File: config.mk
export PLATFORM = sky130hd
export DESIGN_NAME = qpte_head_end_flat
export DESIGN_NICKNAME = d
export VERILOG_FILES = /design/src/rtl/qpte_pkg.sv /design/src/rtl/qpte_link_if.sv /design/src/rtl/qpte_timer.sv /design/src/rtl/qpte_head_end.sv /design/src/flat_wrapper.sv
export SDC_FILE = /design/constraint.sdc
export NUM_CORES = 1
export LEC_CHECK = 0
export ABC_AREA = 0
export BUFFER_PORTS_ARGS = -buffer_cell sky130_fd_sc_hd__buf_2
export CORE_MARGIN = 3
export CORE_UTILIZATION = 40
export CTS_CLUSTER_SIZE = 25
export DETAILED_ROUTE_END_ITERATION = 6
export GPL_TIMING_DRIVEN = 0
export HOLD_SLACK_MARGIN = 0.08
export PLACE_DENSITY = 0.58
export RECOVER_POWER = 50
export SLEW_MARGIN = 15
export SYNTH_ARGS = -nofsm -noshare
export SYNTH_HDL_FRONTEND = slang
export SYNTH_SLANG_ARGS = --single-unit
export TNS_END_PERCENT = 100
File: constraint.sdc
create_clock -name clk -period 15.3 [get_ports clk]
set_input_delay 0.765 -clock clk [delete_from_list [all_inputs] [get_ports clk]]
set_output_delay 0.765 -clock clk [all_outputs]
set_load 0.1 [all_outputs]
File: src/rtl/qpte_pkg.sv
// qpte_pkg.sv: shared constants and message types for the qos enforcer
// Summary of operation
// RULE1: reserved rate is 32-bit bits per second
// RULE2: missing reserved rate means zero reservation
// RULE3: count bytes after header check to CRC
// RULE4: unused reserved rate reported as spare
// RULE5: short packets counted as minimum size
// RULE6: idle expiry nulls both sets, sends change
// RULE7: missing active timeout means never expires
// RULE8: idle timer reloads on acknowledged message
// RULE9: active within admitted within provisioned, clamp
// RULE10: hold expiry trims admitted, sends change
// RULE11: admitted timeout defaults 200 s, zero infinite
// RULE12: hold timer runs while admitted exceeds active
// RULE13: vendor block without leading vendor id dropped
// RULE14: modem caps concatenated burst to limit
// RULE15: zero limit unlimited, default 1522 bytes
// RULE16: burst size excludes physical layer overhead
// RULE17: only head end enforces reserved rate
// RULE18: timers count one-second ticks, flag expiry
// RULE19: reset stops timers and clears expiries
package qpte_pkg;
  localparam int unsigned CLK_PERIOD_NS  = 40;
  localparam int unsigned TICK_PERIOD_NS = 1_000_000_000;
  localparam int unsigned TICK_CYCLES    = TICK_PERIOD_NS / CLK_PERIOD_NS;
  localparam logic [15:0] ACT_TO_DEFAULT  = 16'h0000;
  localparam logic [15:0] ADM_TO_DEFAULT  = 16'h00C8;
  localparam logic [31:0] RATE_DEFAULT    = 32'h00000000;
  localparam logic [15:0] MIN_PKT_DEFAULT = 16'h0040;
  localparam logic [15:0] BURST_DEFAULT   = 16'h05F2;
  localparam logic [15:0] CONCAT_HDR_LEN  = 16'h0006;
  localparam logic [15:0] MAC_HDR_LEN     = 16'h0006;
  localparam logic [7:0]  VENDOR_ID_TYPE  = 8'h08;
  localparam logic [15:0] PROV_TO_RESET   = 16'hFFFF;
  // register offsets
  localparam logic [7:0] OFS_CTRL   = 8'h00;
  localparam logic [7:0] OFS_PROV   = 8'h04;
  localparam logic [7:0] OFS_STATE  = 8'h08;
  localparam logic [7:0] OFS_IRQST  = 8'h0C;
  localparam logic [7:0] OFS_IRQMSK = 8'h10;
  localparam logic [7:0] OFS_RATE   = 8'h14;
  localparam logic [7:0] OFS_BYTES  = 8'h18;
  localparam logic [7:0] OFS_SPARE  = 8'h1C;
  localparam logic [7:0] OFS_TIMERS = 8'h20;
  localparam int unsigned CTRL_REJECT_BIT = 0;
  // interrupt status bit positions
  localparam int unsigned IRQ_IDLE   = 0;
  localparam int unsigned IRQ_HOLD   = 1;
  localparam int unsigned IRQ_VENDOR = 2;
  localparam int unsigned IRQ_REJECT = 3;
  localparam int unsigned IRQ_W      = 4;
  typedef struct packed {
    logic        activates;
    logic        activeNull;
    logic        admitExcess;
    logic        actToPresent;
    logic [15:0] actTo;
    logic        admToPresent;
    logic [15:0] admTo;
    logic        ratePresent;
    logic [31:0] rate;
    logic        minPktPresent;
    logic [15:0] minPkt;
    logic        vendorPresent;
    logic [7:0]  vendorFirst;
  } qpte_msg_t;
  typedef enum logic {QPTE_CHG_NULL, QPTE_CHG_TRIM} qpte_chg_t;
endpackage

File: src/rtl/qpte_link_if.sv
// qpte_link_if.sv: message and upstream link between head end and modem
`timescale 1ns/100ps
interface qpte_link_if;
  import qpte_pkg::*;
  logic        msgValid;
  qpte_msg_t   msg;
  logic        rspValid;
  logic        rspAccept;
  logic [15:0] rspActTo;
  logic [15:0] rspAdmTo;
  logic        rspAck;
  logic        chgValid;
  qpte_chg_t   chgCode;
  logic        chgAck;
  logic        upValid;
  logic        upBurstStart;
  logic [15:0] upLen;
  modport head (
    input  msgValid, msg, rspAck, chgAck, upValid, upBurstStart, upLen,
    output rspValid, rspAccept, rspActTo, rspAdmTo, chgValid, chgCode
  );
  modport modem (
    output msgValid, msg, rspAck, chgAck, upValid, upBurstStart, upLen,
    input  rspValid, rspAccept, rspActTo, rspAdmTo, chgValid, chgCode
  );
endinterface

File: src/rtl/qpte_timer.sv
// qpte_timer.sv: one-second down-counter with reload and expiry pulse
`timescale 1ns/100ps
module qpte_timer #(
  parameter int unsigned W = 16
) (
  input  wire logic         clk,
  input  wire logic         rst_n,
  input  wire logic         tick,
  input  wire logic         load,
  input  wire logic [W-1:0] loadValue,
  input  wire logic         start,
  input  wire logic         stop,
  input  wire logic         kick,
  output logic      [W-1:0] count,
  output logic              running,
  output logic              expired
);
  logic [W-1:0] reload_reg;
  logic         lastSec;

  assign lastSec = (count == W'(1));

  // reload value kept so activity can restart the interval
  always_ff @(posedge clk) begin
    if (!rst_n) begin
      reload_reg <= '0;
    end else if (load) begin
      reload_reg <= loadValue;
    end
  end

  // stop beats load so a nulling message cannot leave it armed
  always_ff @(posedge clk) begin
    if (!rst_n) begin
      count   <= '0; // RULE19
      running <= 1'b0; // RULE19
    end else if (stop) begin
      running <= 1'b0;
    end else if (load) begin
      count   <= loadValue;
      running <= start && (loadValue != '0); // RULE7 RULE11
    end else if (kick && running) begin
      count <= reload_reg;
    end else if (tick && running) begin
      count <= count - W'(1); // RULE18
      if (lastSec) begin
        running <= 1'b0;
      end
    end
  end

  // expiry pulse in the same cycle that the count reaches zero
  always_ff @(posedge clk) begin
    if (!rst_n) begin
      expired <= 1'b0; // RULE19
    end else begin
      expired <= tick && running && lastSec && !stop && !load && !kick;
    end
  end
endmodule

File: src/rtl/qpte_head_end.sv
// qpte_head_end.sv: head end timeout, admission and rate accounting
`timescale 1ns/100ps
module qpte_head_end import qpte_pkg::*; #(
  parameter int unsigned TICK_CYCLES_P = TICK_CYCLES
) (
  input  wire logic        clk,
  input  wire logic        rst_n,
  input  wire logic        psel,
  input  wire logic        penable,
  input  wire logic        pwrite,
  input  wire logic [7:0]  paddr,
  input  wire logic [31:0] pwdata,
  output logic      [31:0] prdata,
  output logic             pready,
  output logic             pslverr,
  output logic             irq,
  qpte_link_if.head        link
);
  typedef enum {H_IDLE, H_WAIT_ACK, H_CHG} qpte_hstate_t;
  qpte_hstate_t state_reg;

  logic              ctrlReject_reg;
  logic [15:0]       provTo_reg;
  logic [IRQ_W-1:0]  irqStat_reg;
  logic [IRQ_W-1:0]  irqMask_reg;
  logic [IRQ_W-1:0]  irqEvent;
  logic [IRQ_W-1:0]  irqClear;
  logic [31:0]       tickCnt_reg;
  logic              tick;
  logic              activeOn_reg;
  logic              admitExcess_reg;
  logic              pendNull_reg;
  logic              pendTrim_reg;
  logic              msgActivates_reg;
  logic              msgNull_reg;
  logic              msgExcess_reg;
  logic [15:0]       actGrant_reg;
  logic [15:0]       admGrant_reg;
  logic [31:0]       rateNext_reg;
  logic [15:0]       minPktNext_reg;
  logic [31:0]       rate_reg;
  logic [15:0]       minPkt_reg;
  logic [31:0]       bytes_reg;
  logic [31:0]       secBytes_reg;
  logic [31:0]       usedRate_reg;
  logic [31:0]       spare_reg;
  logic [15:0]       actReq;
  logic [15:0]       admReq;
  logic [15:0]       admGrant;
  logic [15:0]       actGrant;
  logic              oversize;
  logic              reject;
  logic              vendorBad;
  logic              msgTake;
  logic              ackTake;
  logic [15:0]       payLen;
  logic [15:0]       billLen;
  logic [15:0]       idleCount;
  logic [15:0]       holdCount;
  logic              idleRun;
  logic              holdRun;
  logic              idleExp;
  logic              holdExp;
  logic              apbWr;
  logic              apbSetup;
  logic              mapped;

  // one-second tick shared by both timers
  always_ff @(posedge clk) begin
    if (!rst_n) begin
      tickCnt_reg <= '0;
    end else if (tick) begin
      tickCnt_reg <= '0;
    end else begin
      tickCnt_reg <= tickCnt_reg + 32'h00000001;
    end
  end
  assign tick = (tickCnt_reg == 32'(TICK_CYCLES_P - 1)); // RULE18

  // defaults for absent fields, then the ordering clamp
  always_comb begin
    actReq = link.msg.actToPresent ? link.msg.actTo : ACT_TO_DEFAULT; // RULE7
    admReq = link.msg.admToPresent ? link.msg.admTo : ADM_TO_DEFAULT; // RULE11
    admGrant = (admReq > provTo_reg) ? provTo_reg : admReq; // RULE9
    actGrant = (actReq > admGrant) ? admGrant : actReq; // RULE9
    oversize = (admReq > provTo_reg) || (actReq > admGrant);
    reject   = oversize && ctrlReject_reg; // RULE9
    vendorBad = link.msg.vendorPresent &&
                (link.msg.vendorFirst != VENDOR_ID_TYPE); // RULE13
  end

  // a refused request stays up one more cycle while the modem drops it;
  // ignoring it while our answer stands keeps the answer single
  assign msgTake = (state_reg == H_IDLE) && link.msgValid && !link.rspValid;
  assign ackTake = (state_reg == H_WAIT_ACK) && link.rspAck;

  // message sequencing: answer, await acknowledge, or send a change
  always_ff @(posedge clk) begin
    if (!rst_n) begin
      state_reg      <= H_IDLE;
      link.rspValid  <= 1'b0;
      link.rspAccept <= 1'b0;
      link.rspActTo  <= '0;
      link.rspAdmTo  <= '0;
      link.chgValid  <= 1'b0;
      link.chgCode   <= QPTE_CHG_NULL;
    end else begin
      link.rspValid <= 1'b0;
      case (state_reg)
        H_IDLE: begin
          if (msgTake) begin
            link.rspValid  <= 1'b1;
            link.rspAccept <= !reject;
            link.rspActTo  <= actGrant; // RULE9
            link.rspAdmTo  <= admGrant;
            if (!reject) begin
              state_reg <= H_WAIT_ACK;
            end
          end else if (!link.msgValid && (pendNull_reg || pendTrim_reg)) begin
            link.chgValid <= 1'b1; // RULE6 RULE10
            link.chgCode  <= pendNull_reg ? QPTE_CHG_NULL : QPTE_CHG_TRIM;
            state_reg     <= H_CHG;
          end
        end
        H_WAIT_ACK: begin
          if (link.rspAck) begin
            state_reg <= H_IDLE;
          end
        end
        H_CHG: begin
          if (link.chgAck) begin
            link.chgValid <= 1'b0;
            state_reg     <= H_IDLE;
          end
        end
        default: state_reg <= H_IDLE;
      endcase
    end
  end

  // parameters held from the answer until the modem acknowledges
  always_ff @(posedge clk) begin
    if (!rst_n) begin
      msgActivates_reg <= 1'b0;
      msgNull_reg      <= 1'b0;
      msgExcess_reg    <= 1'b0;
      actGrant_reg     <= '0;
      admGrant_reg     <= '0;
      rateNext_reg     <= RATE_DEFAULT;
      minPktNext_reg   <= MIN_PKT_DEFAULT;
    end else if (msgTake && !reject) begin
      msgActivates_reg <= link.msg.activates;
      msgNull_reg      <= link.msg.activeNull;
      msgExcess_reg    <= link.msg.admitExcess;
      actGrant_reg     <= actGrant;
      admGrant_reg     <= admGrant;
      rateNext_reg     <= link.msg.ratePresent ? link.msg.rate
                                               : RATE_DEFAULT; // RULE1 RULE2
      minPktNext_reg   <= link.msg.minPktPresent ? link.msg.minPkt
                                                 : MIN_PKT_DEFAULT;
    end
  end

  // parameter sets; timer expiries win over a late acknowledge
  always_ff @(posedge clk) begin
    if (!rst_n) begin
      activeOn_reg    <= 1'b0;
      admitExcess_reg <= 1'b0;
      rate_reg        <= RATE_DEFAULT;
      minPkt_reg      <= MIN_PKT_DEFAULT;
    end else if (idleExp) begin
      activeOn_reg    <= 1'b0; // RULE6
      admitExcess_reg <= 1'b0;
    end else if (holdExp) begin
      admitExcess_reg <= 1'b0; // RULE10
    end else if (ackTake) begin
      activeOn_reg    <= !msgNull_reg && (msgActivates_reg || activeOn_reg);
      admitExcess_reg <= msgExcess_reg;
      rate_reg        <= rateNext_reg;
      minPkt_reg      <= minPktNext_reg;
    end
  end

  // pending change requests; a fresh expiry beats the clear
  always_ff @(posedge clk) begin
    if (!rst_n) begin
      pendNull_reg <= 1'b0; // RULE19
      pendTrim_reg <= 1'b0;
    end else begin
      pendNull_reg <= idleExp ||
                      (pendNull_reg && !(state_reg == H_IDLE &&
                       !link.msgValid));
      pendTrim_reg <= holdExp ||
                      (pendTrim_reg && !(state_reg == H_IDLE &&
                       !link.msgValid && !pendNull_reg));
    end
  end

  // idle timer: reloaded on acknowledge, restarted by upstream traffic
  qpte_timer #(.W(16)) idleTimer (
    .clk       (clk),
    .rst_n     (rst_n),
    .tick      (tick),
    .load      (ackTake), // RULE8
    .loadValue (actGrant_reg),
    .start     (msgActivates_reg || activeOn_reg),
    .stop      (ackTake && msgNull_reg), // RULE8
    .kick      (link.upValid),
    .count     (idleCount),
    .running   (idleRun),
    .expired   (idleExp)
  );

  // hold timer: only armed while admitted exceeds active
  qpte_timer #(.W(16)) holdTimer (
    .clk       (clk),
    .rst_n     (rst_n),
    .tick      (tick),
    .load      (ackTake), // RULE12
    .loadValue (admGrant_reg),
    .start     (msgExcess_reg), // RULE12
    .stop      (idleExp), // RULE6
    .kick      (1'b0),
    .count     (holdCount),
    .running   (holdRun),
    .expired   (holdExp)
  );

  // byte accounting from after the header check to the CRC
  always_comb begin
    payLen  = (link.upLen > MAC_HDR_LEN) ? link.upLen - MAC_HDR_LEN
                                         : 16'h0000; // RULE3
    billLen = (payLen < minPkt_reg) ? minPkt_reg : payLen; // RULE5
  end

  // totals and per-second usage; spare is what the flow left unused
  always_ff @(posedge clk) begin
    if (!rst_n) begin
      bytes_reg    <= '0;
      secBytes_reg <= '0;
      usedRate_reg <= '0;
      spare_reg    <= '0;
    end else begin
      if (link.upValid) begin
        bytes_reg <= bytes_reg + 32'(billLen); // RULE5
      end
      if (tick) begin
        usedRate_reg <= {secBytes_reg[28:0], 3'b000};
        secBytes_reg <= link.upValid ? 32'(billLen) : 32'h00000000;
      end else if (link.upValid) begin
        secBytes_reg <= secBytes_reg + 32'(billLen);
      end
      spare_reg <= (rate_reg > usedRate_reg) ? rate_reg - usedRate_reg
                                             : 32'h00000000; // RULE4 RULE17
    end
  end

  // register bus: zero wait states, error on unmapped words
  assign apbSetup = psel && !penable;
  assign apbWr    = psel && penable && pwrite;
  assign pready   = 1'b1;
  always_comb begin
    if (paddr == OFS_CTRL || paddr == OFS_PROV || paddr == OFS_STATE) begin
      mapped = 1'b1;
    end else if (paddr == OFS_IRQST || paddr == OFS_IRQMSK) begin
      mapped = 1'b1;
    end else if (paddr == OFS_RATE || paddr == OFS_BYTES) begin
      mapped = 1'b1;
    end else if (paddr == OFS_SPARE || paddr == OFS_TIMERS) begin
      mapped = 1'b1;
    end else begin
      mapped = 1'b0;
    end
  end
  assign pslverr = psel && penable && !mapped;

  // software-written control
  always_ff @(posedge clk) begin
    if (!rst_n) begin
      ctrlReject_reg <= 1'b0;
      provTo_reg     <= PROV_TO_RESET;
      irqMask_reg    <= '0;
    end else if (apbWr) begin
      if (paddr == OFS_CTRL) begin
        ctrlReject_reg <= pwdata[CTRL_REJECT_BIT];
      end else if (paddr == OFS_PROV) begin
        provTo_reg <= pwdata[15:0];
      end else if (paddr == OFS_IRQMSK) begin
        irqMask_reg <= pwdata[IRQ_W-1:0];
      end
    end
  end

  // sticky events, cleared by writing one; a new event wins
  always_comb begin
    irqEvent = '0;
    irqEvent[IRQ_IDLE]   = idleExp;
    irqEvent[IRQ_HOLD]   = holdExp;
    irqEvent[IRQ_VENDOR] = msgTake && vendorBad; // RULE13
    irqEvent[IRQ_REJECT] = msgTake && reject;
    irqClear = (apbWr && paddr == OFS_IRQST) ? pwdata[IRQ_W-1:0] : '0;
  end
  always_ff @(posedge clk) begin
    if (!rst_n) begin
      irqStat_reg <= '0;
    end else begin
      irqStat_reg <= (irqStat_reg & ~irqClear) | irqEvent;
    end
  end
  assign irq = |(irqStat_reg & irqMask_reg);

  // read data captured in the setup cycle
  always_ff @(posedge clk) begin
    if (!rst_n) begin
      prdata <= '0;
    end else if (apbSetup) begin
      if (paddr == OFS_CTRL) begin
        prdata <= 32'(ctrlReject_reg);
      end else if (paddr == OFS_PROV) begin
        prdata <= {16'h0000, provTo_reg};
      end else if (paddr == OFS_STATE) begin
        prdata <= {28'h0000000, holdRun, idleRun, admitExcess_reg,
                   activeOn_reg};
      end else if (paddr == OFS_IRQST) begin
        prdata <= 32'(irqStat_reg);
      end else if (paddr == OFS_IRQMSK) begin
        prdata <= 32'(irqMask_reg);
      end else if (paddr == OFS_RATE) begin
        prdata <= rate_reg;
      end else if (paddr == OFS_BYTES) begin
        prdata <= bytes_reg;
      end else if (paddr == OFS_SPARE) begin
        prdata <= spare_reg;
      end else if (paddr == OFS_TIMERS) begin
        prdata <= {holdCount, idleCount};
      end else begin
        prdata <= 32'h00000000;
      end
    end
  end
endmodule

File: src/flat_wrapper.sv
// flat-port wrapper written by rule: the top's interface ports become plain ports
module qpte_head_end_flat import qpte_pkg::*;
#(
  parameter int unsigned TICK_CYCLES_P = TICK_CYCLES
)
  (clk, rst_n, psel, penable, pwrite, paddr, pwdata, prdata, pready, pslverr, irq, link_msgValid, link_msg, link_rspAck, link_chgAck, link_upValid, link_upBurstStart, link_upLen, link_rspValid, link_rspAccept, link_rspActTo, link_rspAdmTo, link_chgValid, link_chgCode);
  qpte_link_if link_i ();
  input  wire logic clk;
  input  wire logic rst_n;
  input  wire logic psel;
  input  wire logic penable;
  input  wire logic pwrite;
  input  wire logic [7:0] paddr;
  input  wire logic [31:0] pwdata;
  output logic      [31:0] prdata;
  output logic pready;
  output logic pslverr;
  output logic irq;
  input wire logic [$bits(link_i.msgValid)-1:0] link_msgValid;
  input wire logic [$bits(link_i.msg)-1:0] link_msg;
  input wire logic [$bits(link_i.rspAck)-1:0] link_rspAck;
  input wire logic [$bits(link_i.chgAck)-1:0] link_chgAck;
  input wire logic [$bits(link_i.upValid)-1:0] link_upValid;
  input wire logic [$bits(link_i.upBurstStart)-1:0] link_upBurstStart;
  input wire logic [$bits(link_i.upLen)-1:0] link_upLen;
  output wire logic [$bits(link_i.rspValid)-1:0] link_rspValid;
  output wire logic [$bits(link_i.rspAccept)-1:0] link_rspAccept;
  output wire logic [$bits(link_i.rspActTo)-1:0] link_rspActTo;
  output wire logic [$bits(link_i.rspAdmTo)-1:0] link_rspAdmTo;
  output wire logic [$bits(link_i.chgValid)-1:0] link_chgValid;
  output wire logic [$bits(link_i.chgCode)-1:0] link_chgCode;
  assign link_i.msgValid = link_msgValid;
  assign link_i.msg = link_msg;
  assign link_i.rspAck = link_rspAck;
  assign link_i.chgAck = link_chgAck;
  assign link_i.upValid = link_upValid;
  assign link_i.upBurstStart = link_upBurstStart;
  assign link_i.upLen = link_upLen;
  assign link_rspValid = link_i.rspValid;
  assign link_rspAccept = link_i.rspAccept;
  assign link_rspActTo = link_i.rspActTo;
  assign link_rspAdmTo = link_i.rspAdmTo;
  assign link_chgValid = link_i.chgValid;
  assign link_chgCode = link_i.chgCode;
  qpte_head_end #(.TICK_CYCLES_P(TICK_CYCLES_P)) u_core (.clk(clk), .rst_n(rst_n), .psel(psel), .penable(penable), .pwrite(pwrite), .paddr(paddr), .pwdata(pwdata), .prdata(prdata), .pready(pready), .pslverr(pslverr), .irq(irq), .link(link_i));
endmodule
## Yosys cells after proc, flatten, opt, wreduce, memory -nomap -nowiden

Cells that the tools add are included.

- Flip-flop bits (word level): 469
- Logic and storage cells: 218

- $add $sub $neg: 7
- Magnitude comparators: 5
- Equality and inequality tests: 22
- Mux-type cells: 49
- Bitwise operators: 11
- Reductions and logical operators: 87

Operator list:

| operator | count |
|---|---|
| 2-to-1 mux 32 bit | 17 |
| 2-to-1 mux 16 bit | 13 |
| case mux 32 bit (3 select lines) | 1 |
| adder 32 x 16 -> 32 bit | 2 |
| equality test 32 x 2 -> 1 bit (second input constant) | 2 |
| zero test 32 bit | 2 |
| adder 32 x 1 -> 32 bit (second input constant) | 1 |
| equality test 16 x 1 -> 1 bit (second input constant) | 2 |
| equality test 32 x 1 -> 1 bit (second input constant) | 1 |
| equality test 32 x 25 -> 1 bit (second input constant) | 1 |
| equality test 8 x 5 -> 1 bit (second input constant) | 4 |
| greater-than comparator 16 bit | 2 |
| greater-than comparator 32 bit | 1 |
| logical AND 1 bit | 32 |
| nonzero test 16 bit | 2 |
| subtractor 16 x 1 -> 16 bit (second input constant) | 2 |
| subtractor 32 bit | 1 |
| equality test 8 x 4 -> 1 bit (second input constant) | 2 |
| greater-than comparator 16 x 3 -> 1 bit (second input constant) | 1 |
| < comparator 16 bit | 1 |
| 2-to-1 mux 1 bit | 16 |
| AND reduction 2 bit | 8 |
| subtractor 16 x 3 -> 16 bit (second input constant) | 1 |
| zero test 1 bit | 13 |
| 22 further kinds | 53 |

## Longest topological paths before layout

Gate-level depths: netlist of the first run.

- Depth in word-level cells: 10
- Mapped depth: 24
- Depth with buffers taken out: 22

## Hierarchy

From an unflattened synthesis of the first run, not the netlist that was laid out.

- Cells, all modules: 2959
- Area total of the unflattened synthesis: 23797.8 um^2

By module, submodules not included:

| module | instances | cells each | area an instance (um^2) | sequential area each (um^2) |
|---|---|---|---|---|
| qpte_head_end | 1 | 2473 | 19899.1 | 7687.4 |
| qpte_timer | 2 | 243 | 1949.4 | 680.7 |

## Worst setup path before layout of the first run

OpenSTA, ideal clock, no wires.

- Path type: input to register
- Start point: input link_upLen[5]
- End point: register u_core.secBytes_reg[19]
- Setup time: 0.128 ns
- Data arrival time: 6.228 ns
- Data required time: 15.172 ns
- Path slack: 8.944 ns
- Stages: 22
- Buffers on the path: 1
- Path through: or4_1 buf_2 or2_4 or4b_1 xor2_1 nor2_1 ha_1 a21oi_1 o21ai_0 o41ai_1 a31oi_4 mux2i_1 inv_1 ha_1 a211oi_1 o21ai_0 a2111oi_0 o31ai_1 a41oi_1 nor4b_1 xnor2_1 nor2_1

- Longest elaborated chain between the ends: 7

Ends and longest elaborated chain:

| element | line | RTL |
|---|---|---|
| from (decl) | flat_wrapper.sv:25 | `input wire logic [$bits(link_i.upLen)-1:0] link_upLen;` |
| subtractor 16 x 3 -> 16 bit or greater-than comparator 16 x 3 -> 1 bit (tied branches) | qpte_head_end.sv:231 | `payLen = (link.upLen > MAC_HDR_LEN) ? link.upLen - MAC_HDR_LEN` |
| 2-to-1 mux 16 bit (*) | qpte_head_end.sv:231 |  |
| < comparator 16 bit | qpte_head_end.sv:233 | `billLen = (payLen < minPkt_reg) ? minPkt_reg : payLen;` |
| 2-to-1 mux 16 bit (*) | qpte_head_end.sv:233 |  |
| adder 32 x 16 -> 32 bit (*) | qpte_head_end.sv:251 | `secBytes_reg <= secBytes_reg + 32'(billLen);` |
| 2-to-1 mux 32 bit (*) | qpte_head_end.sv:250 | `end else if (link.upValid) begin` |
| 2-to-1 mux 32 bit (*) | qpte_head_end.sv:247 | `if (tick) begin` |
| to (signal assigned) | qpte_head_end.sv:249 | `secBytes_reg <= link.upValid ? 32'(billLen) : 32'h00000000;` |
| to (signal assigned) | qpte_head_end.sv:251 |  |
| to (decl) | qpte_head_end.sv:44 | `logic [31:0] secBytes_reg;` |

Mark *: on every way between the ends. The rest lies on a longest branch, timed or not. The select of a mux whose other input is x is not followed.
A chain may end at the register's enable or synchronous reset.

## Worst setup path in the final report of the first run

- Start point: input link_msg[75]
- End point: register u_core.minPktNext_reg[1]

- Longest elaborated chain between the ends: 8

Ends and longest elaborated chain:

| element | line | RTL |
|---|---|---|
| from (decl) | flat_wrapper.sv:20 | `input wire logic [$bits(link_i.msg)-1:0] link_msg;` |
| 2-to-1 mux 16 bit (*) | qpte_head_end.sv:83 | `admReq = link.msg.admToPresent ? link.msg.admTo : ADM_TO_DEFAULT;` |
| greater-than comparator 16 bit | qpte_head_end.sv:84, qpte_head_end.sv:86 |  |
| 2-to-1 mux 16 bit | qpte_head_end.sv:84 | `admGrant = (admReq > provTo_reg) ? provTo_reg : admReq;` |
| greater-than comparator 16 bit | qpte_head_end.sv:86 | `oversize = (admReq > provTo_reg) \|\| (actReq > admGrant);` |
| logical OR 1 bit (*) | qpte_head_end.sv:86 |  |
| logical AND 1 bit (*) | qpte_head_end.sv:87 | `reject = oversize && ctrlReject_reg;` |
| zero test 1 bit (*) | qpte_head_end.sv:151 | `end else if (msgTake && !reject) begin` |
| logical AND 1 bit (*) | qpte_head_end.sv:151 |  |
| to (signal assigned) | qpte_head_end.sv:159 | `minPktNext_reg <= link.msg.minPktPresent ? link.msg.minPkt` |
| to (decl) | qpte_head_end.sv:40 | `logic [15:0] minPktNext_reg;` |

Mark *: on every way between the ends. The rest lies on a longest branch, timed or not.

==> results of run 1 <==
[per-layer routing]
layer,wire [um],vias up,global-route usage (%)
li1,-,10600,-
met1,39600,10800,40.1
met2,37900,824,44.2
met3,6480,142,4.34
met4,2690,2,8.66
met5,146,-,1.80
[cell usage after synthesis (7+ instances only)]
cell type / count / area, sq um
a211oi_1: 31 / 233
a21o_1: 18 / 135
a21oi_1: 330 / 1650
a221oi_1: 29 / 254
a22o_1: 10 / 87.6
a22oi_1: 42 / 315
a311oi_1: 11 / 96.3
a31oi_1: 17 / 106
a32o_1: 11 / 110
and2_1: 39 / 244
and3_1: 15 / 93.8
buf_1: 15 / 56.3
buf_2: 8 / 40.0
clkbuf_1: 156 / 586
dfxtp_1: 436 / 8730
ha_1: 114 / 1430
inv_1: 96 / 360
mux2_2: 15 / 169
mux2i_1: 31 / 310
nand2_1: 423 / 1590
nand2b_1: 20 / 125
nand3_1: 100 / 500
nand4_1: 29 / 181
nor2_1: 222 / 833
nor2b_1: 14 / 87.6
nor3_1: 63 / 315
nor3b_1: 10 / 75.1
nor4_1: 23 / 144
nor4b_1: 7 / 61.3
o211a_1: 21 / 210
o211ai_1: 39 / 293
o21a_1: 16 / 120
o21ai_0: 158 / 791
o21ai_1: 16 / 80.1
o21bai_1: 11 / 82.6
o22ai_1: 10 / 62.6
o31ai_1: 12 / 90.1
or2_2: 7 / 43.8
or3_1: 37 / 231
xnor2_1: 57 / 499
xor2_1: 45 / 394
[through the flow]
step	cells	util, %	area, sq um	hold slack [ns]
after global routing	3886	47.2	26100	0.404
final	3888	47.2	26100	0.412
after CTS	3886	47.3	26200	0.387
after floorplan	2836	-	22500	0.418
after detailed placement	3797	44.2	24500	0.445
after global placement	3797	44.2	24500	0.433
[cell type report]
type,count,area (sq um),share of cell area (%)
Inverter,97,364,1.39
Tap cell,748,936,3.58
Timing Repair Buffer,213,977,3.74
Clock buffer,71,1470,5.63
Buffer,180,688,2.63
Clock inverter,18,249,0.952
Antenna cell,2,5.00,0.0191
Sequential cell,436,8730,33.4
Multi-Input combinational cell,2123,12700,48.7
[worst register-to-register path: cells and delay by family (launching register included)]
kind | cells | cell delay [ns]
AOI/OAI and AO/OA | 7 | 2.46
adders and majority gates | 2 | 0.68
buffers and inverters | 5 | 1.97
DFF | 1 | 0.40
muxes | 1 | 0.81
and+or+nand+nor | 5 | 0.77
[power groups by stage]
stage | registers (mW) | clock network [mW] | logic, mW
6_report | 1.25 | 1.27 | 0.664
4_1_cts | 1.25 | 1.28 | 0.657
3_5_place_dp | 1.28 | 0 | 0.654
5_1_grt | 1.26 | 1.33 | 0.721
3_3_place_gp | 1.27 | 0 | 0.646
2_1_floorplan | 1.34 | 0 | 0.380
[cell families (layout without fill, tap and decap cells)]
kind of cell	Yosys count	after routing	share of synthesized area, %
XOR/XNOR	102	102	3.97
multiplexers	47	47	2.20
AND/OR/NAND/NOR	1033	1033	21.0
buffers and inverters	277	579	4.68
flip-flops	436	436	38.8
other	1	3	0.0167
AO/OA/AOI/OAI	823	823	22.7
adder cells (fa/ha/maj)	117	117	6.60
[worst paths after layout]
kind / from / endpoint / slack (ns)
setup reg to reg: u_core.provTo_reg[13] / u_core.minPktNext_reg[1] / 8.14
setup / recovery: link_msg[75] / u_core.minPktNext_reg[1] / 7.89
hold / removal: pwdata[6] / u_core.provTo_reg[6] / 0.41
hold reg to reg: u_core.rateNext_reg[27] / u_core.rate_reg[27] / 0.45
==> impl_metrics.csv, run 1 <==
group,metric,value,unit
run_status,status,"completed",
drt,drc,0,
critical_path,startpoint_type,"input port",
timing,hold_viol,0,
final_layout,final_cell_mix,"dfxtp_1 (436), nand2_1 (423), a21oi_1 (330), clkbuf_1 (240), nor2_1 (222)",
clock_tree,insertion_delay,0.60,ns
global_route,grt_overflow,0,
drt,drt_first_pass_iters,6,
hold_path,hold_path_class,"input port to register",
timing,clock_skew,0.0226,ns
critical_path,crit_chain,"buf_2 > clkbuf_1 > and2_0 > ha_1 > nand2_1 > nor2_1 > nand2_1 > o41ai_1 > clkbuf_1 > buf_2 > mux2i_1 > ha_1 > a21o_1 > a21o_1 > a21oi_1 > nor2_1 > o21ai_1 > a31o_2 > buf_2 > buf_1 > nand3_1 > a21oi_1",
synthesis,syn-num-nets,3115,
synthesis,synthDistinctLibCells,73,
critical_path,cp.required,15.82,ns
flow_run,cap_viol_max_count,0,
floorplanning,core-area,0.0554,sq mm
timing,fin_crit_sh,48.5,%
drt,drtIter0Drc,2142,
critical_path,crit_cells,22,
global_route,grt_pass1_wl,129000,um
critical_path,cp_slowest_stage_delay,0.80,ns
final_layout,mostFrequentLayoutCell,"dfxtp_1",
drt,routed_wl,86900,um
timing,layout_min_cycle_time,7.41,ns
clock_tree,cts_setup_buffers,0,
drt,via_per_inst,5.75,
power_and_ir_drop,switching_power,1.02,mW
final_layout,nets,3379,
clock_tree,htreeDepth,2,
hold_path,hold_path_depth,3,
timing,fmax,135,MHz
power_and_ir_drop,vdd_drop_max,89.6,uV
timing,rsz0062_at_grt,"false",
synthesis,avgSynthCellArea,7.94,sq um
timing,worst_pin_slew,1.31,ns
clock_tree,cts_tree,"yes",
critical_path,cp_max_fo,11,
synthesis,synth-seq-area-share,38.8,%
power_and_ir_drop,power_frac_comb,20.8,%
power_and_ir_drop,finalPower,3.19,mW
clock_tree,path_clk_slew,0.06,ns
final_layout,area_growth_syn_to_layout,16.2,%
floorplanning,die_w,243,um
synthesis,yosys_warnings,0,
critical_path,slowest_stage,"mux2i_1",
clock_tree,cts_hold_buf,0,
critical_path,critical_path_class,"input port to register",
timing,layout_setup_ws,7.89,ns
floorplanning,io_pins,233,
timing,maxSlewHeadroom,12.8,%
critical_path,worstPathArrival,7.94,ns
critical_path,end_kind,"register",
power_and_ir_drop,netSwitchingFraction,32.0,%
clock_tree,cts.root.buffer_cell,"clkbuf_16",
place,globalplace.congestion,0.970,
synthesis,yosys_most_used_dff,"dfxtp_1",
drt,vias,22400,
floorplanning,die_h,243,um
synthesis,synthCells,2836,
synthesis,synth_edf_count,0,
place,pre_cts_ws,7.53,ns
power_and_ir_drop,p_leak,10.0,nW
final_layout,n_fill_cell,5558,
clock_tree,post_cts_resized,0,
drt,antenna_left,0,
critical_path,cpMostUsedCell,"buf_2",
global_route,grt_usage,28.3,%
critical_path,crit_family,"compound AO/OA/AOI/OAI gates",
critical_path,path_buf_inv,6,
floorplanning,initial_core_util,40.6,%
global_route,grt_pass1_vias,21200,
clock_tree,cts_buffer_depth,3,
power_and_ir_drop,p_seq_share,39.4,%
synthesis,synthArstFlopShare,0,%
power_and_ir_drop,p_clk_share,39.8,%
drt,post_drt_wl_per_cell,22.3,um
timing,finalSetupViolations,0,
synthesis,ys_seq_elements,436,
global_route,grt_max_degree,14,
power_and_ir_drop,intPower,2.16,mW
power_and_ir_drop,powerDensity,122,mW/mm^2
place,port_buffers,213,
critical_path,rr_worst_depth,20,
synthesis,syn-cell-area,0.0225,sq mm
clock_tree,cts_buffers,49,
timing,drv_slew,0,
floorplanning,dieArea,0.0592,sq mm
floorplanning,placementRows,86,
final_layout,drive_gt1_share,8.60,%
clock_tree,cts.sinks,436,
global_route,antenna_found_initial,0,
place,dp_hpwl,68700,um
timing,setup_tns,0,ns
No activity file was read; power rests on OpenSTA's default activity.
==> run 2, diff against run 1 <==
- clock period: 15.3 -> 7.6 ns (I/O delays scaled with it)
==> run 2 against run 1 <==
Compared with the run above:
- utilization is 1.1 points higher
- critical endpoint unchanged
- routed wire length up 0.92%
- first-iteration DRC count down 2.9%
- die area stayed put
- global-route usage rose by 0.25 points
- sequential cell count unchanged
- via count grew 1.5%
- largest power group unchanged
- total power up 100%
- clock skew grew 0.00068 ns
- register-to-register slack got worse by 7.7 ns
- sequential share of layout area is 0.78 points lower
- critical path type is now register to register
- final area grew 2.4%
==> impl_metrics.csv, run 2 (synthesis gave the netlist of run 1 again) <==
group,metric,value,unit
run_status,status,"completed",
final_layout,final_util,48.3,%
drt,drc,0,
clock_tree,htreeDepth,2,
place,dp_cells,3797,
flow_run,cap_viol_max_count,0,
drt,vias,22700,
critical_path,worstPathArrival,7.69,ns
timing,setup_tns,0,ns
global_route,grt_usage,28.6,%
floorplanning,die_w,243,um
final_layout,multi_input_area,0.0127,sq mm
drt,routed_wl,87700,um
power_and_ir_drop,vdd_drop_max,180,uV
clock_tree,cts.sinks,436,
drt,drt_first_pass_iters,5,
floorplanning,core-area,0.0554,sq mm
final_layout,mostFrequentLayoutCell,"dfxtp_1",
global_route,grt_use_met3,4.32,%
final_layout,fin_cells,3950,
final_layout,final_cell_mix,"dfxtp_1 (436), nand2_1 (423), a21oi_1 (330), clkbuf_1 (240), nor2_1 (222)",
power_and_ir_drop,finalPower,6.44,mW
drt,via_per_inst,5.75,
global_route,grt_use_met1,40.2,%
final_layout,drive_gt1_share,8.40,%
global_route,grt_pass1_wl,130000,um
critical_path,critical_path_class,"register to register",
place,globalplace.congestion,0.970,
critical_path,cp.required,8.12,ns
timing,fin_crit_sh,94.2,%
final_layout,nets,3442,
floorplanning,initial_core_util,40.6,%
timing,rsz0062_at_grt,"false",
final_layout,area_growth_syn_to_layout,18.9,%
clock_tree,cts_hold_buf,63,
place,pre_cts_ws,0.211,ns
final_layout,n_fill_cell,5492,
critical_path,startpoint_type,"register",
power_and_ir_drop,powerDensity,241,mW/mm^2
clock_tree,cts_setup_buffers,0,
floorplanning,placementRows,86,
drt,drtIter0Drc,2080,
place,port_buffers,213,
global_route,grt_busiest_layer,"met2",
place,dp_hpwl,68700,um
clock_tree,cts_buffers,49,
clock_tree,cts.root.buffer_cell,"clkbuf_16",
timing,drv_slew,0,
global_route,antenna_found_initial,0,
drt,antenna_left,0,
power_and_ir_drop,p_leak,10.3,nW
timing,layout_setup_ws,0.438,ns
drt,post_drt_wl_per_cell,22.2,um
clock_tree,cts_tree,"yes",
timing,finalSetupViolations,0,
global_route,grt_overflow,0,
critical_path,r2r_slack,0.44,ns
floorplanning,io_pins,233,
critical_path,end_kind,"register",
timing,clock_skew,0.0232,ns
global_route,grt_pass1_vias,21500,
floorplanning,die_h,243,um
clock_tree,insertion_delay,0.61,ns
timing,maxSlewHeadroom,14.5,%
clock_tree,post_cts_resized,0,
critical_path,cp_max_fo,11,
final_layout,register_area,0.00873,sq mm
clock_tree,path_clk_slew,0.06,ns
timing,fmax,140,MHz
global_route,grt_max_degree,14,
timing,layout_min_cycle_time,7.16,ns
floorplanning,dieArea,0.0592,sq mm
timing,worst_pin_slew,1.29,ns
hold_path,hold_path_class,"input port to register",
clock_tree,cts_buffer_depth,3,
timing,hold_viol,0,
global_route,use_met2,44.7,%
[run 2: cell types whose count changed in the layout (fill, tap and decap cells not counted)]
cell / delta
buf_2: -1
buf_1: +1
dlygate4sd3_1: +63
and2_0: +2
diode_2: -1
and2_1: -2
[run 2: power by group]
group          internal, mW  switching [mW]
sequential             2.40           0.122
clock                  1.54            1.01
combinational         0.432           0.930
total                  4.38            2.06
[run 2: per-layer routing]
metal | share of wire [%] | vias up
met5 | 0.17 | -
met4 | 3.3 | 2
met3 | 7.5 | 150
met2 | 44 | 859
met1 | 45 | 10900
li1 | - | 10800
[run 2: critical path: stages (launching register included)]
cell	delay, ns
dfxtp_1	0.40
inv_1	0.08
ha_1	0.30
nand2_1	0.06
nor2_1	0.13
nand2_1	0.12
o41ai_1	0.59
clkbuf_1	0.58
buf_2	0.46
mux2i_1	0.86
ha_1	0.39
a21o_1	0.18
a21o_1	0.17
a21oi_1	0.19
nor2_1	0.09
o21ai_1	0.60
a31o_2	0.42
buf_2	0.42
buf_1	0.42
nand3_1	0.36
a21oi_1	0.22
[run 2: final timing paths]
path	endpoint	start	cells after the start
setup reg to reg	u_core.minPktNext_reg[1]	u_core.provTo_reg[13]	20
hold / removal	u_core.irqMask_reg[1]	pwdata[1]	3
hold reg to reg	u_core.rate_reg[27]	u_core.rateNext_reg[27]	2
setup / recovery	u_core.minPktNext_reg[1]	u_core.provTo_reg[13]	20
[run 2: per-stage QoR]
step / cell area, sq um / hold slack, ns
5_1_grt: 26800 / 0.104
2_1_floorplan: 22500 / 0.418
3_3_place_gp: 24500 / 0.433
3_5_place_dp: 24500 / 0.445
6_report: 26800 / 0.111
4_1_cts: 26900 / 0.0822
[run 2: area by class of cell]
cell class / instances / area share, %
Tap cell: 748 / 3.50
Buffer: 180 / 2.57
Sequential cell: 436 / 32.6
Timing Repair Buffer: 276 / 6.00
Inverter: 97 / 1.36
Clock inverter: 18 / 0.930
Multi-Input combinational cell: 2123 / 47.5
Clock buffer: 71 / 5.50
Antenna cell: 1 / 0.00935
